**config.mk**
```make
export PLATFORM = sky130hd
export DESIGN_NAME = wkt_timer_top
export DESIGN_NICKNAME = d
export VERILOG_FILES = /design/src/logic/wkt_pkg.sv /design/src/logic/wkt_timer_top.sv /design/src/logic/wkt_tick_div.sv
export SDC_FILE = /design/constraint.sdc
export NUM_CORES = 1
export LEC_CHECK = 0
export ABC_AREA = 1
export CAP_MARGIN = 20
export CORE_ASPECT_RATIO = 0.9
export CORE_MARGIN = 3
export CORE_UTILIZATION = 65
export DETAILED_ROUTE_END_ITERATION = 12
export DONT_BUFFER_PORTS = 1
export GPL_ROUTABILITY_DRIVEN = 0
export PLACE_DENSITY_LB_ADDON = 0.12
export REMOVE_ABC_BUFFERS = 1
export SLEW_MARGIN = 10
export SYNTH_ARGS = -nofsm -noshare
export SYNTH_HDL_FRONTEND = slang
export SYNTH_SLANG_ARGS = --single-unit
```
**constraint.sdc**
```tcl
create_clock -name core_clk -period 4.4 [get_ports core_clk]
set_input_delay 0.66 -clock core_clk [delete_from_list [all_inputs] [get_ports core_clk]]
set_output_delay 0.66 -clock core_clk [all_outputs]
set_load 0.01 [all_outputs]
```
**src/logic/wkt_pkg.sv**
```systemverilog
// shared constants and types for the wake and idle-alarm timer block
package wkt_pkg;

   // register indices; the byte address on the bus is four times the index
   localparam logic [7:0] IDX_WAKE_IDLE_CONTROL = 8'h39;
   localparam logic [7:0] IDX_PIN_ONE_ROUTING = 8'h3A;
   localparam logic [7:0] IDX_PIN_TWO_ROUTING = 8'h3B;
   localparam logic [7:0] IDX_SECONDARY_STATUS = 8'h3F;

   // field positions
   localparam int WAKE_INTERVAL_LSB = 6;
   localparam int IDLE_PERIOD_LSB = 0;
   localparam int IDLE_ALARM_BIT = 4;

   // reset values
   localparam logic [7:0] CONTROL_RESET = 8'h00;
   localparam logic [7:0] ROUTING_RESET = 8'h00;
   localparam logic [7:0] STATUS_RESET = 8'h00;

   // bit 5 of a routing register is reserved and reads as zero
   localparam logic [7:0] ROUTING_WRITABLE = 8'hDF;

   // highest idle period code with a defined expiry
   localparam logic [4:0] IDLE_PERIOD_MAX_CODE = 5'h14;

   // base tick: 80 ms, the shortest wake interval; idle code n expires after 2**n ticks
   localparam int BASE_TICK_NS = 80_000_000;
   localparam int CLK_PERIOD_NS = 5;
   localparam logic [23:0] BASE_TICK_CYCLES = 24'(BASE_TICK_NS / CLK_PERIOD_NS);

   // event sources, laid out exactly as the bits of a routing register
   typedef struct packed {
      logic trim_fault;
      logic config_fault;
      logic spare;
      logic idle_alarm;
      logic aux_high;
      logic aux_low;
      logic double_knock;
      logic single_knock;
   } wkt_events_t;

   // register bus answer phases
   typedef enum logic {
      WKT_BUS_IDLE,
      WKT_BUS_ANSWER
   } wkt_bus_state_t;

endpackage

```
**src/logic/wkt_timer_top.sv**
```systemverilog
`timescale 1ns/100ps
// What this block does
// - wake interval code picks 80/160/320/640 ms
// - idle period code zero disables alarm
// - codes 1..11 give 160 ms doubling times
// - codes 12..15 give minute-range doubling times
// - codes 16..20 give hour-range doubling times
// - each idle expiry sets secondary status bit 4
// - reading secondary status clears that bit
// - idle alarm routable to either pin
// - routing bit 7 sends trim fault
// - routing bit 6 sends config fault
// - routing bit 4 sends idle alarm
// - routing bit 3 sends aux high
// - routing bit 2 sends aux low
// - routing bit 1 sends double knock
// - routing bit 0 sends single knock
module wkt_timer_top #(
   parameter logic [23:0] TICK_CYCLES = wkt_pkg::BASE_TICK_CYCLES
) (
   input wire logic core_clk,
   input wire logic rstn,
   input wire logic psel,
   input wire logic penable,
   input wire logic pwrite,
   input wire logic [11:0] paddr,
   input wire logic [31:0] pwdata,
   input wire logic [3:0] pstrb,
   output logic [31:0] prdata,
   output logic pready,
   output logic pslverr,
   input wire wkt_pkg::wkt_events_t event_pending,
   output logic irq_pin_one,
   output logic irq_pin_two,
   output logic wake_sample
);

   // word-aligned match of a bus address against a register index
   function automatic logic addr_hit(input logic [11:0] addr, input logic [7:0] idx);
      addr_hit = (addr[11:2] == {2'b00, idx}) && (addr[1:0] == 2'b00);
   endfunction

   // ticks minus one for an idle period code; zero when the code is off
   function automatic logic [20:0] idle_limit(input logic [4:0] code);
      if (code == 5'h00 || code > wkt_pkg::IDLE_PERIOD_MAX_CODE) begin
         idle_limit = 21'h000000;
      end else begin
         idle_limit = (21'h000001 << code) - 21'h000001;
      end
   endfunction

   // base tick from the divider
   logic tick;

   wkt_tick_div #(
      .PERIOD(TICK_CYCLES)
   ) u_tick (
      .core_clk(core_clk),
      .rstn(rstn),
      .tick(tick)
   );

   // registers seen by software
   logic [7:0] timer_control; // wake interval in [7:6], spare [5], idle period [4:0]
   logic [7:0] route_map [2]; // index 0 drives pin one, index 1 pin two
   logic idle_status; // sticky idle-alarm flag of the secondary status
   logic [7:0] next_timer_control;
   logic [7:0] next_route_map [2];
   logic next_idle_status;

   // bus state
   wkt_pkg::wkt_bus_state_t bus_state;
   wkt_pkg::wkt_bus_state_t next_bus_state;
   logic [31:0] next_prdata;
   logic next_pready;
   logic next_pslverr;

   // decoded fields
   logic [1:0] wake_interval;
   logic [4:0] idle_period;
   assign wake_interval = timer_control[wkt_pkg::WAKE_INTERVAL_LSB +: 2];
   assign idle_period = timer_control[wkt_pkg::IDLE_PERIOD_LSB +: 5];

   // the access phase in which this slave completes a transfer
   logic bus_done;
   assign bus_done = (bus_state == wkt_pkg::WKT_BUS_ANSWER) && psel && penable;

   // write strobe for the low byte, where every register lives
   logic wr_ok;
   assign wr_ok = bus_done && pwrite && pstrb[0];

   // setup-phase read mux; the answer is registered so prdata leaves a flop
   logic [7:0] rd_byte;
   logic rd_mapped;
   always_comb begin
      rd_byte = 8'h00;
      rd_mapped = 1'b1;
      if (addr_hit(paddr, wkt_pkg::IDX_WAKE_IDLE_CONTROL)) begin
         rd_byte = timer_control;
      end else if (addr_hit(paddr, wkt_pkg::IDX_PIN_ONE_ROUTING)) begin
         rd_byte = route_map[0];
      end else if (addr_hit(paddr, wkt_pkg::IDX_PIN_TWO_ROUTING)) begin
         rd_byte = route_map[1];
      end else if (addr_hit(paddr, wkt_pkg::IDX_SECONDARY_STATUS)) begin
         rd_byte[wkt_pkg::IDLE_ALARM_BIT] = idle_status;
      end else begin
         rd_mapped = 1'b0; // unmapped: zero data and an error answer
      end
   end

   // bus phases: setup latches the answer, access phase completes it
   always_comb begin
      next_bus_state = bus_state;
      next_prdata = prdata;
      next_pready = 1'b0;
      next_pslverr = pslverr;
      case (bus_state)
         wkt_pkg::WKT_BUS_IDLE: begin
            if (psel && !penable) begin
               next_bus_state = wkt_pkg::WKT_BUS_ANSWER;
               next_prdata = {24'h000000, rd_byte};
               next_pslverr = !rd_mapped;
               next_pready = 1'b1;
            end
         end
         wkt_pkg::WKT_BUS_ANSWER: begin
            if (bus_done) begin
               next_bus_state = wkt_pkg::WKT_BUS_IDLE;
               next_pslverr = 1'b0;
            end else begin
               next_pready = 1'b1; // master not yet in access phase
            end
         end
         default: begin
            next_bus_state = wkt_pkg::WKT_BUS_IDLE;
         end
      endcase
   end

   always_ff @(posedge core_clk or negedge rstn) begin
      if (!rstn) begin
         bus_state <= wkt_pkg::WKT_BUS_IDLE;
         prdata <= 32'h00000000;
         pready <= 1'b0;
         pslverr <= 1'b0;
      end else begin
         bus_state <= next_bus_state;
         prdata <= next_prdata;
         pready <= next_pready;
         pslverr <= next_pslverr;
      end
   end

   // writable registers; a control write also restarts the idle count
   logic ctl_write;
   assign ctl_write = wr_ok && addr_hit(paddr, wkt_pkg::IDX_WAKE_IDLE_CONTROL);

   always_comb begin
      next_timer_control = timer_control;
      next_route_map[0] = route_map[0];
      next_route_map[1] = route_map[1];
      if (ctl_write) begin
         next_timer_control = pwdata[7:0];
      end
      if (wr_ok && addr_hit(paddr, wkt_pkg::IDX_PIN_ONE_ROUTING)) begin
         next_route_map[0] = pwdata[7:0] & wkt_pkg::ROUTING_WRITABLE;
      end
      if (wr_ok && addr_hit(paddr, wkt_pkg::IDX_PIN_TWO_ROUTING)) begin
         next_route_map[1] = pwdata[7:0] & wkt_pkg::ROUTING_WRITABLE;
      end
   end

   always_ff @(posedge core_clk or negedge rstn) begin
      if (!rstn) begin
         timer_control <= wkt_pkg::CONTROL_RESET;
         route_map[0] <= wkt_pkg::ROUTING_RESET;
         route_map[1] <= wkt_pkg::ROUTING_RESET;
      end else begin
         timer_control <= next_timer_control;
         route_map[0] <= next_route_map[0];
         route_map[1] <= next_route_map[1];
      end
   end

   // timers count base ticks; the wake count uses >= rather than == so a shorter interval
   // written mid-count expires at the next tick instead of wrapping; a control write restarts the idle count
   logic [2:0] wake_cnt;
   logic [20:0] idle_cnt;
   logic [2:0] next_wake_cnt;
   logic [20:0] next_idle_cnt;
   logic next_wake_sample;
   logic idle_on;
   logic idle_expire;
   logic [2:0] wake_lim;

   always_comb begin
      wake_lim = 3'((4'h1 << wake_interval) - 4'h1);
      idle_on = (idle_period != 5'h00) && (idle_period <= wkt_pkg::IDLE_PERIOD_MAX_CODE);
      idle_expire = idle_on && tick && (idle_cnt >= idle_limit(idle_period));
      next_wake_cnt = wake_cnt;
      next_wake_sample = 1'b0;
      next_idle_cnt = idle_cnt;
      if (tick) begin
         if (wake_cnt >= wake_lim) begin
            next_wake_cnt = 3'h0;
            next_wake_sample = 1'b1;
         end else begin
            next_wake_cnt = wake_cnt + 3'h1;
         end
      end
      if (ctl_write || !idle_on || idle_expire) begin
         next_idle_cnt = 21'h000000; // off codes hold the count at zero
      end else if (tick) begin
         next_idle_cnt = idle_cnt + 21'h000001;
      end
   end

   always_ff @(posedge core_clk or negedge rstn) begin
      if (!rstn) begin
         wake_cnt <= 3'h0;
         idle_cnt <= 21'h000000;
         wake_sample <= 1'b0;
      end else begin
         wake_cnt <= next_wake_cnt;
         idle_cnt <= next_idle_cnt;
         wake_sample <= next_wake_sample;
      end
   end

   // status and pins; a read clears only what it returned, so an expiry
   // landing between setup and access is never lost (set wins)
   logic status_rd_clear;
   assign status_rd_clear = bus_done && !pwrite
      && addr_hit(paddr, wkt_pkg::IDX_SECONDARY_STATUS) && prdata[wkt_pkg::IDLE_ALARM_BIT];

   wkt_pkg::wkt_events_t events_now;
   logic [1:0] pin_req;
   logic [1:0] irq_q;

   always_comb begin
      events_now = event_pending;
      events_now.spare = 1'b0;
      events_now.idle_alarm = idle_status;
      next_idle_status = (idle_status && !status_rd_clear) || idle_expire;
   end

   // one request per pin: any routed event that is pending
   for (genvar p = 0; p < 2; p++) begin : g_pin
      assign pin_req[p] = |(route_map[p] & events_now);
   end

   always_ff @(posedge core_clk or negedge rstn) begin
      if (!rstn) begin
         idle_status <= wkt_pkg::STATUS_RESET[wkt_pkg::IDLE_ALARM_BIT];
         irq_q <= 2'b00;
      end else begin
         idle_status <= next_idle_status;
         irq_q <= pin_req;
      end
   end

   assign irq_pin_one = irq_q[0];
   assign irq_pin_two = irq_q[1];
endmodule

```
**src/logic/wkt_tick_div.sv**
```systemverilog
`timescale 1ns/100ps
// free-running divider: one-cycle tick every period cycles
module wkt_tick_div #(
   parameter logic [23:0] PERIOD = wkt_pkg::BASE_TICK_CYCLES
) (
   input wire logic core_clk,
   input wire logic rstn,
   output logic tick
);

   logic [23:0] cnt; // cycles since the last tick
   logic [23:0] next_cnt;
   logic next_tick;

   // wrap at period minus one so the tick spacing is exactly period cycles
   always_comb begin
      if (cnt >= PERIOD - 24'h000001) begin
         next_cnt = 24'h000000;
         next_tick = 1'b1;
      end else begin
         next_cnt = cnt + 24'h000001;
         next_tick = 1'b0;
      end
   end

   // register stage
   always_ff @(posedge core_clk or negedge rstn) begin
      if (!rstn) begin
         cnt <= 24'h000000;
         tick <= 1'b0;
      end else begin
         cnt <= next_cnt;
         tick <= next_tick;
      end
   end

endmodule

```
After elaboration in Yosys (flattened, before gate mapping):

Index checks and enable logic that the tools add are counted.

* $add $sub $neg: 5
* magnitude comparators: 5
* equality and inequality tests: 6
* shift operators: 2
* muxes and demuxes: 24
* bitwise logic cells: 3
* reduce and logical (&&, ||, !) cells: 36

Operators with widths (number)
* $mux W21: 3
* $eq A10 B6 Y1 const B: 4
* $add A24 B1 Y24 const B: 1
* $ge A24 B24 Y1 const B: 1
* $mux W24: 1
* $add A21 B1 Y21 const B: 1
* $ge A21 B21 Y1: 1
* $shl A1 B5 Y21 const A: 1
* $sub A21 B1 Y21 const B: 1
* $logic_and A1 B1 Y1: 19
* $and A8 B8 Y8: 2
* $mux W8: 2
* $reduce_or A8 Y1: 2
* $mux W1: 13
* $mux W3: 2
* $gt A5 B5 Y1 const B: 1
* $le A5 B5 Y1 const B: 1
* $logic_not A1 Y1: 5
* $logic_not A5 Y1: 1
* $reduce_bool A5 Y1: 1
* $logic_or A1 B1 Y1: 4
* $mux W4: 1
* $pmux W1 S2: 2
* $reduce_and A2 Y1: 2
* other kinds (9): 9

* register bits: 85
* input port bits: 61
* output and inout bits: 37
* logic and storage cells: 94

Depth between registers and ports, before layout:

* depth in word-level cells: 9
* gate-level depth with buffers: 28
* gate-level depth less buffers: 26

Hierarchy:

A second synthesis with hierarchy kept.

* cells, all modules: 806
* area total of the unflattened synthesis: 6027.0 um^2

Modules (own cells, without submodules)
* wkt_timer_top: instances 1, cells an instance 602, area each 4466.8 um^2
* wkt_tick_div: instances 1, cells an instance 204, area each 1560.2 um^2

Worst setup path after synthesis:

OpenSTA, ideal clock, no wires.

* kind: register to register
* start: register timer_control[4]
* end: register idle_cnt[2]
* library setup time: 122 ps
* arrival: 2952 ps
* data required time: 4278 ps
* path slack: 1326 ps
* stages on the path, launching flop included: 26
* clock period less this slack: 3074 ps
* path through: dfrtp_1 > buf_6 > inv_8 > nand2_8 > nor2_4 > inv_6 > nor2_8 > inv_1 > ha_1 > inv_1 > nor2_1 > nand2_1 > nor2_2 > a21oi_1 > o21ai_0 > ha_1 > nand2_1 > nor2_1 > nand2_1 > nor2_1 > nand3_1 > nand3_1 > nand2_4 > nand2_8 > buf_12 > nor2_4

* longest elaborated chain between the ends: 7

RTL lines
* start, declared: line wkt_timer_top.sv:64 `logic [7:0] timer_control;`
* start signal, assigned: line wkt_timer_top.sv:175 `timer_control <= wkt_pkg::CONTROL_RESET;`
* start signal, assigned: line wkt_timer_top.sv:179 `timer_control <= next_timer_control;`
* $shl A1 B5 Y21 (tied with other cells): line wkt_timer_top.sv:48 `idle_limit = (21'h000001 << code) - 21'h000001;`
* $sub A21 B1 Y21 or $logic_or A1 B1 Y1 (tied branches): line wkt_timer_top.sv:48, wkt_timer_top.sv:45
* $mux W21: line wkt_timer_top.sv:45 `if (code == 5'h00 || code > wkt_pkg::IDLE_PERIOD_MAX_CODE) begin`
* $ge A21 B21 Y1: line wkt_timer_top.sv:199 `idle_expire = idle_on && tick && (idle_cnt >= idle_limit(idle_period));`
* $logic_and A1 B1 Y1: line wkt_timer_top.sv:199
* $logic_or A1 B1 Y1 (*): line wkt_timer_top.sv:211 `if (ctl_write || !idle_on || idle_expire) begin`
* $mux W21 or $reduce_bool A2 Y1 (tied branches)
* end signal, assigned: line wkt_timer_top.sv:225 `idle_cnt <= next_idle_cnt;`
* end, declared: line wkt_timer_top.sv:188 `logic [20:0] idle_cnt;`

Every way passes the cells marked *; elsewhere a longest branch is shown, timed or not.
A chain may end at the register's enable or synchronous reset.

Final worst setup path:

* start: register timer_control[3]
* end: register idle_cnt[14]

Same word-level chain as after synthesis.

==> results_tabular.tex <==
\begin{tabular}{lr}
\hline
Metric & Value \\
\hline
\multicolumn{2}{l}{\textbf{Yosys}} \\
\quad Synth area leader & sky130\_fd\_sc\_hd\_\_dfrtp\_1 \\
\quad Post-synth top flop & sky130\_fd\_sc\_hd\_\_dfrtp\_1 \\
\quad Portion of the post-synthesis area used by sequential elements & 0.363 \\
\quad Number of storage elements in the synthesis netlist & 85 \\
\quad Post-synthesis cell count & 780 \\
\quad Cell with the most instances after synthesis & sky130\_fd\_sc\_hd\_\_nand2\_1 \\
\quad Top-area cell type share of the netlist area & 0.363 \\
\quad Yosys synthesis warning count & 0 \\
\quad Number of different library cells in the post-synthesis netlist & 50 \\
\quad Leading cell types by count after synthesis & sky130\_fd\_sc\_hd\_\_nand2\_1 (198), sky130\_fd\_sc\_hd\_\_nor2\_1 (99), sky130\_fd\_sc\_hd\_\_dfrtp\_1 (85), sky130\_fd\_sc\_hd\_\_inv\_1 (83), sky130\_fd\_sc\_hd\_\_nand3\_1 (54) \\
\quad Ys async rst share & 1.00 \\
\quad Cell area after synthesis & 0.00586 mm² \\
\quad Mean post-synth cell area & 7.51 µm² \\
\quad Leading cell types by total area after synthesis & sky130\_fd\_sc\_hd\_\_dfrtp\_1 (36\%), sky130\_fd\_sc\_hd\_\_nand2\_1 (13\%), sky130\_fd\_sc\_hd\_\_nor2\_1 (6.3\%), sky130\_fd\_sc\_hd\_\_ha\_1 (6.0\%), sky130\_fd\_sc\_hd\_\_inv\_1 (5.3\%) \\
\quad Number of synthesized flops with an enable pin & 0 \\
\multicolumn{2}{l}{\textbf{Die}} \\
\quad Cell Rows & 32 \\
\quad Die footprint & 0.0102 mm² \\
\quad Placeable core region & 0.00869 mm² \\
\quad Die width & 106 µm \\
\quad Ports placed on the boundary & 98 \\
\quad Initial Utilization & 0.674 \\
\quad Height of the die & 96.0 µm \\
\multicolumn{2}{l}{\textbf{Placement}} \\
\quad Placed wire-length estimate after detailed placement & 9080 µm \\
\quad Worst slack at placement & 0.770 ns \\
\quad Post-detailed-placement cell area & 0.00579 mm² \\
\quad Instance count after placement with tap cells included & 882 \\
\quad Port bufs & 0 \\
\multicolumn{2}{l}{\textbf{Timing}} \\
\quad Period utilisation layout & 0.838 \\
\quad Hold violation count in the final report & 0 \\
\quad Tightest Pin Transition & 0.941 ns \\
\quad Minimum clock period & 3.69 ns \\
\quad Max transition margin & 0.371 \\
\quad Setup\_tns & 0 ns \\
\quad Max Transition Viols Final & 0 \\
\quad Worst Slack Setup Final & 0.715 ns \\
\quad Setup repair after global routing missed its margin & false \\
\quad Setup Viol. Count Final & 0 \\
\quad Maximum frequency from static timing analysis & 271 MHz \\
\quad Clock skew after layout & 0.00813 ns \\
\multicolumn{2}{l}{\textbf{Routing}} \\
\quad Total wire length after detailed routing & 12100 µm \\
\quad Via-per-instance ratio & 5.49 \\
\quad Routed wire length per instance & 13.5 µm \\
\quad DRC violation count after routing & 0 \\
\quad Pre-Repair DR Iteration Count & 7 \\
\quad Residual antenna-violating net count after detailed routing & 0 \\
\quad Starting DRT DRC Count & 299 \\
\quad Total via count after detailed routing & 4937 \\
\multicolumn{2}{l}{\textbf{Clock tree}} \\
\quad CTS Sinks & 85 \\
\quad Cells resized by post-CTS repair & 0 \\
\quad Buffer depth of the longest clock path & 2 \\
\quad CTS Root Cell & sky130\_fd\_sc\_hd\_\_clkbuf\_8 \\
\quad Number of clock buffers inserted by TritonCTS & 9 \\
\quad CTS H-tree depth & 3 \\
\quad CTS tree & done \\
\quad Clock slew at the register clock pins of the worst setup and hold paths & 0.09 ns \\
\quad Insertion delay of the later-clocked pin in the worst-skew pair & 0.37 ns \\
\quad Buffer count from post-CTS setup fixing & 0 \\
\multicolumn{2}{l}{\textbf{Global routing}} \\
\quad Initial antenna violation count & 0 \\
\quad Gr busiest metal & met2 \\
\quad Global route total overflow & 0 \\
\quad Number of global-route vias before repair & 4543 \\
\quad Aggregate global-route resource usage & 0.252 \\
\quad Largest net degree at the start of global routing & 86 \\
\quad Met2 demand-to-capacity share in global routing & 0.417 \\
\quad GR Util met1 & 0.342 \\
\quad Fraction of met3 tracks used by global routing & 0.0362 \\
\quad Wire length of the first global-routing pass & 20700 µm \\
\multicolumn{2}{l}{\textbf{Outcome}} \\
\quad Outcome & complete, no violations \\
\multicolumn{2}{l}{\textbf{Cells and area}} \\
\quad Fin cells & 899 \\
\quad Post-route cell area & 0.00602 mm² \\
\quad Net count of the finished layout & 864 \\
\quad Syn-to-layout area delta & 2.84\% \\
\quad Fraction of layout instances using a drive strength above 1 & 0.0692 \\
\quad Antenna diode count & 0 \\
\multicolumn{2}{l}{\textbf{Worst setup path}} \\
\quad Worst-path cell chain & inv\_8 -> nand2\_8 -> nor2\_4 -> inv\_6 -> nor2\_8 -> inv\_1 -> ha\_1 -> inv\_1 -> nor2\_1 -> nand2\_1 -> nor2\_2 -> o21ai\_0 -> o21ai\_0 -> nand3\_1 -> ha\_1 -> nand2\_1 -> nor2\_1 -> nand2\_1 -> nor2\_1 -> nand3\_1 -> nand3\_1 -> nand2\_4 -> nand2\_8 -> nor2\_1 \\
\quad Required time of the critical path & 4.65 ns \\
\quad Startpoint of the worst-slack reg-to-reg timing path & timer\_control[3] \\
\quad Launch point of the critical path & timer\_control[3] \\
\quad Most numerous cell on the critical path & sky130\_fd\_sc\_hd\_\_nor2\_1 \\
\quad Element type at the critical path end & flip-flop \\
\quad Max Fanout on Critical Path & 18 \\
\quad Number of buffers and inverters on the critical path & 4 \\
\quad Kind of cell with the highest combined delay on the critical path & simple AND/OR/NAND/NOR gates \\
\quad Data arrival at the endpoint of the critical path & 3.94 ns \\
\quad Critical path class & reg2reg \\
\quad Delay of the slowest cell on the worst path & 0.65 ns \\
\quad Type of element launching the critical path & flip-flop \\
\quad Worst-path cell with the longest stage delay & sky130\_fd\_sc\_hd\_\_dfrtp\_1 \\
\multicolumn{2}{l}{\textbf{Power and ir drop}} \\
\quad Peak supply drop & 0.178 mV \\
\quad Pwr/cell area & 240 mW/mm² \\
\quad Leak pwr & 0.00285 µW \\
\multicolumn{2}{l}{\textbf{Min path}} \\
\quad Min-delay worst type & in2async \\
\multicolumn{2}{l}{\textbf{Flow run}} \\
\quad MaxCap Viol Count & 0 \\
\hline
\end{tabular}
## placed cells by master (no fill, tap or decap), types with 2 or more instances in the layout
cell and instances:
sky130_fd_sc_hd__a21oi_1 15, sky130_fd_sc_hd__a21o_1 3, sky130_fd_sc_hd__nor3_2 2, sky130_fd_sc_hd__nor2_8 2
sky130_fd_sc_hd__a22o_1 3, sky130_fd_sc_hd__dfrtp_1 85, sky130_fd_sc_hd__o31ai_1 2, sky130_fd_sc_hd__o22a_1 6
sky130_fd_sc_hd__nand2_1 198, sky130_fd_sc_hd__inv_1 83, sky130_fd_sc_hd__or2_2 4, sky130_fd_sc_hd__nor4_1 3
sky130_fd_sc_hd__nand3_1 54, sky130_fd_sc_hd__nand2_8 2, sky130_fd_sc_hd__inv_8 3, sky130_fd_sc_hd__nand3b_1 5
sky130_fd_sc_hd__conb_1 24, sky130_fd_sc_hd__o21ai_0 42, sky130_fd_sc_hd__ha_1 28, sky130_fd_sc_hd__nor2_1 99
sky130_fd_sc_hd__clkbuf_8 9, sky130_fd_sc_hd__nand2_4 2, sky130_fd_sc_hd__a221oi_1 2, sky130_fd_sc_hd__xor2_1 22
sky130_fd_sc_hd__nor2_2 2, sky130_fd_sc_hd__o211ai_1 4, sky130_fd_sc_hd__nor2_4 11, sky130_fd_sc_hd__nor3_1 27
sky130_fd_sc_hd__nand4_1 13, sky130_fd_sc_hd__inv_6 5
## metal layers
| metal | vias up | wire, µm |
|---|---|---|
| li1 | 2470 | - |
| met1 | 2298 | 5630 |
| met2 | 148 | 5620 |
| met3 | 21 | 646 |
| met4 | 0 | 206 |
| met5 | - | 0 |
## path summary, 6_finish.rpt
path                                  to  slack (ns)  cells after the start
max                         idle_cnt[14]        0.71                     24
min                         route_map[1]        0.20                      1
max reg2reg                 idle_cnt[14]        0.71                     24
min reg2reg                u_tick.cnt[0]        0.49                      1
max in group asynchronous    idle_cnt[3]        3.90                      1
min in group core_clk          flip-flop        0.39                      1
## cell families (layout without fill, tap and decap cells)
kind of cell	Yosys count	count (layout)	synth area share
buf+inv	130	107	0.114
flops	85	85	0.363
simple gates	429	429	0.340
other cells	1	24	0.000640
xor+xnor	23	23	0.0344
mux	1	1	0.00192
fa+ha+maj	28	28	0.0598
compound gates	83	83	0.0855
## where the power goes
group / switching, µW / total (µW) / internal [µW]
combinational: 38.3 / 54.6 / 16.3
sequential: 16.5 / 810 / 793
clock: 309 / 580 / 271
## registers in the layout, indices dropped and copies added (netlist names), named ones only
register / cells
timer_control: 8
pslverr: 1
irq_q: 2
u_tick.cnt: 24
idle_cnt: 21
route_map: 14
wake_sample: 1
wake_cnt: 3
u_tick.tick: 1
prdata: 8
idle_status: 1
## cell type report
| cell class | instances | area (µm²) |
|---|---|---|
| Fill cell | 744 | 2670 |
| Clock inverter | 7 | 80.1 |
| Timing Repair Buffer | 2 | 35.0 |
| Clock buffer | 9 | 124 |
| Multi-Input combinational cell | 588 | 3150 |
| Tap cell | 119 | 149 |
| Inverter | 89 | 362 |
| Sequential cell | 85 | 2130 |
## through the flow
stage / hold slack, ns / util / power (µW)
after floorplan: 0.364 / - / 853
after global placement: 0.366 / 0.666 / 861
after detailed placement: 0.366 / 0.666 / 863
after CTS: 0.193 / 0.693 / 1460
after global routing: 0.219 / 0.693 / 1500
final: 0.195 / 0.693 / 1440
## repair_timing
| action | in CTS | in global routing |
|---|---|---|
| endpoints found under the hold margin | 85 | 0 |
| hold buffers | 1 | 0 |
| endpoints found under the setup margin | 0 | 0 |
(Power assumes the default switching activity.)
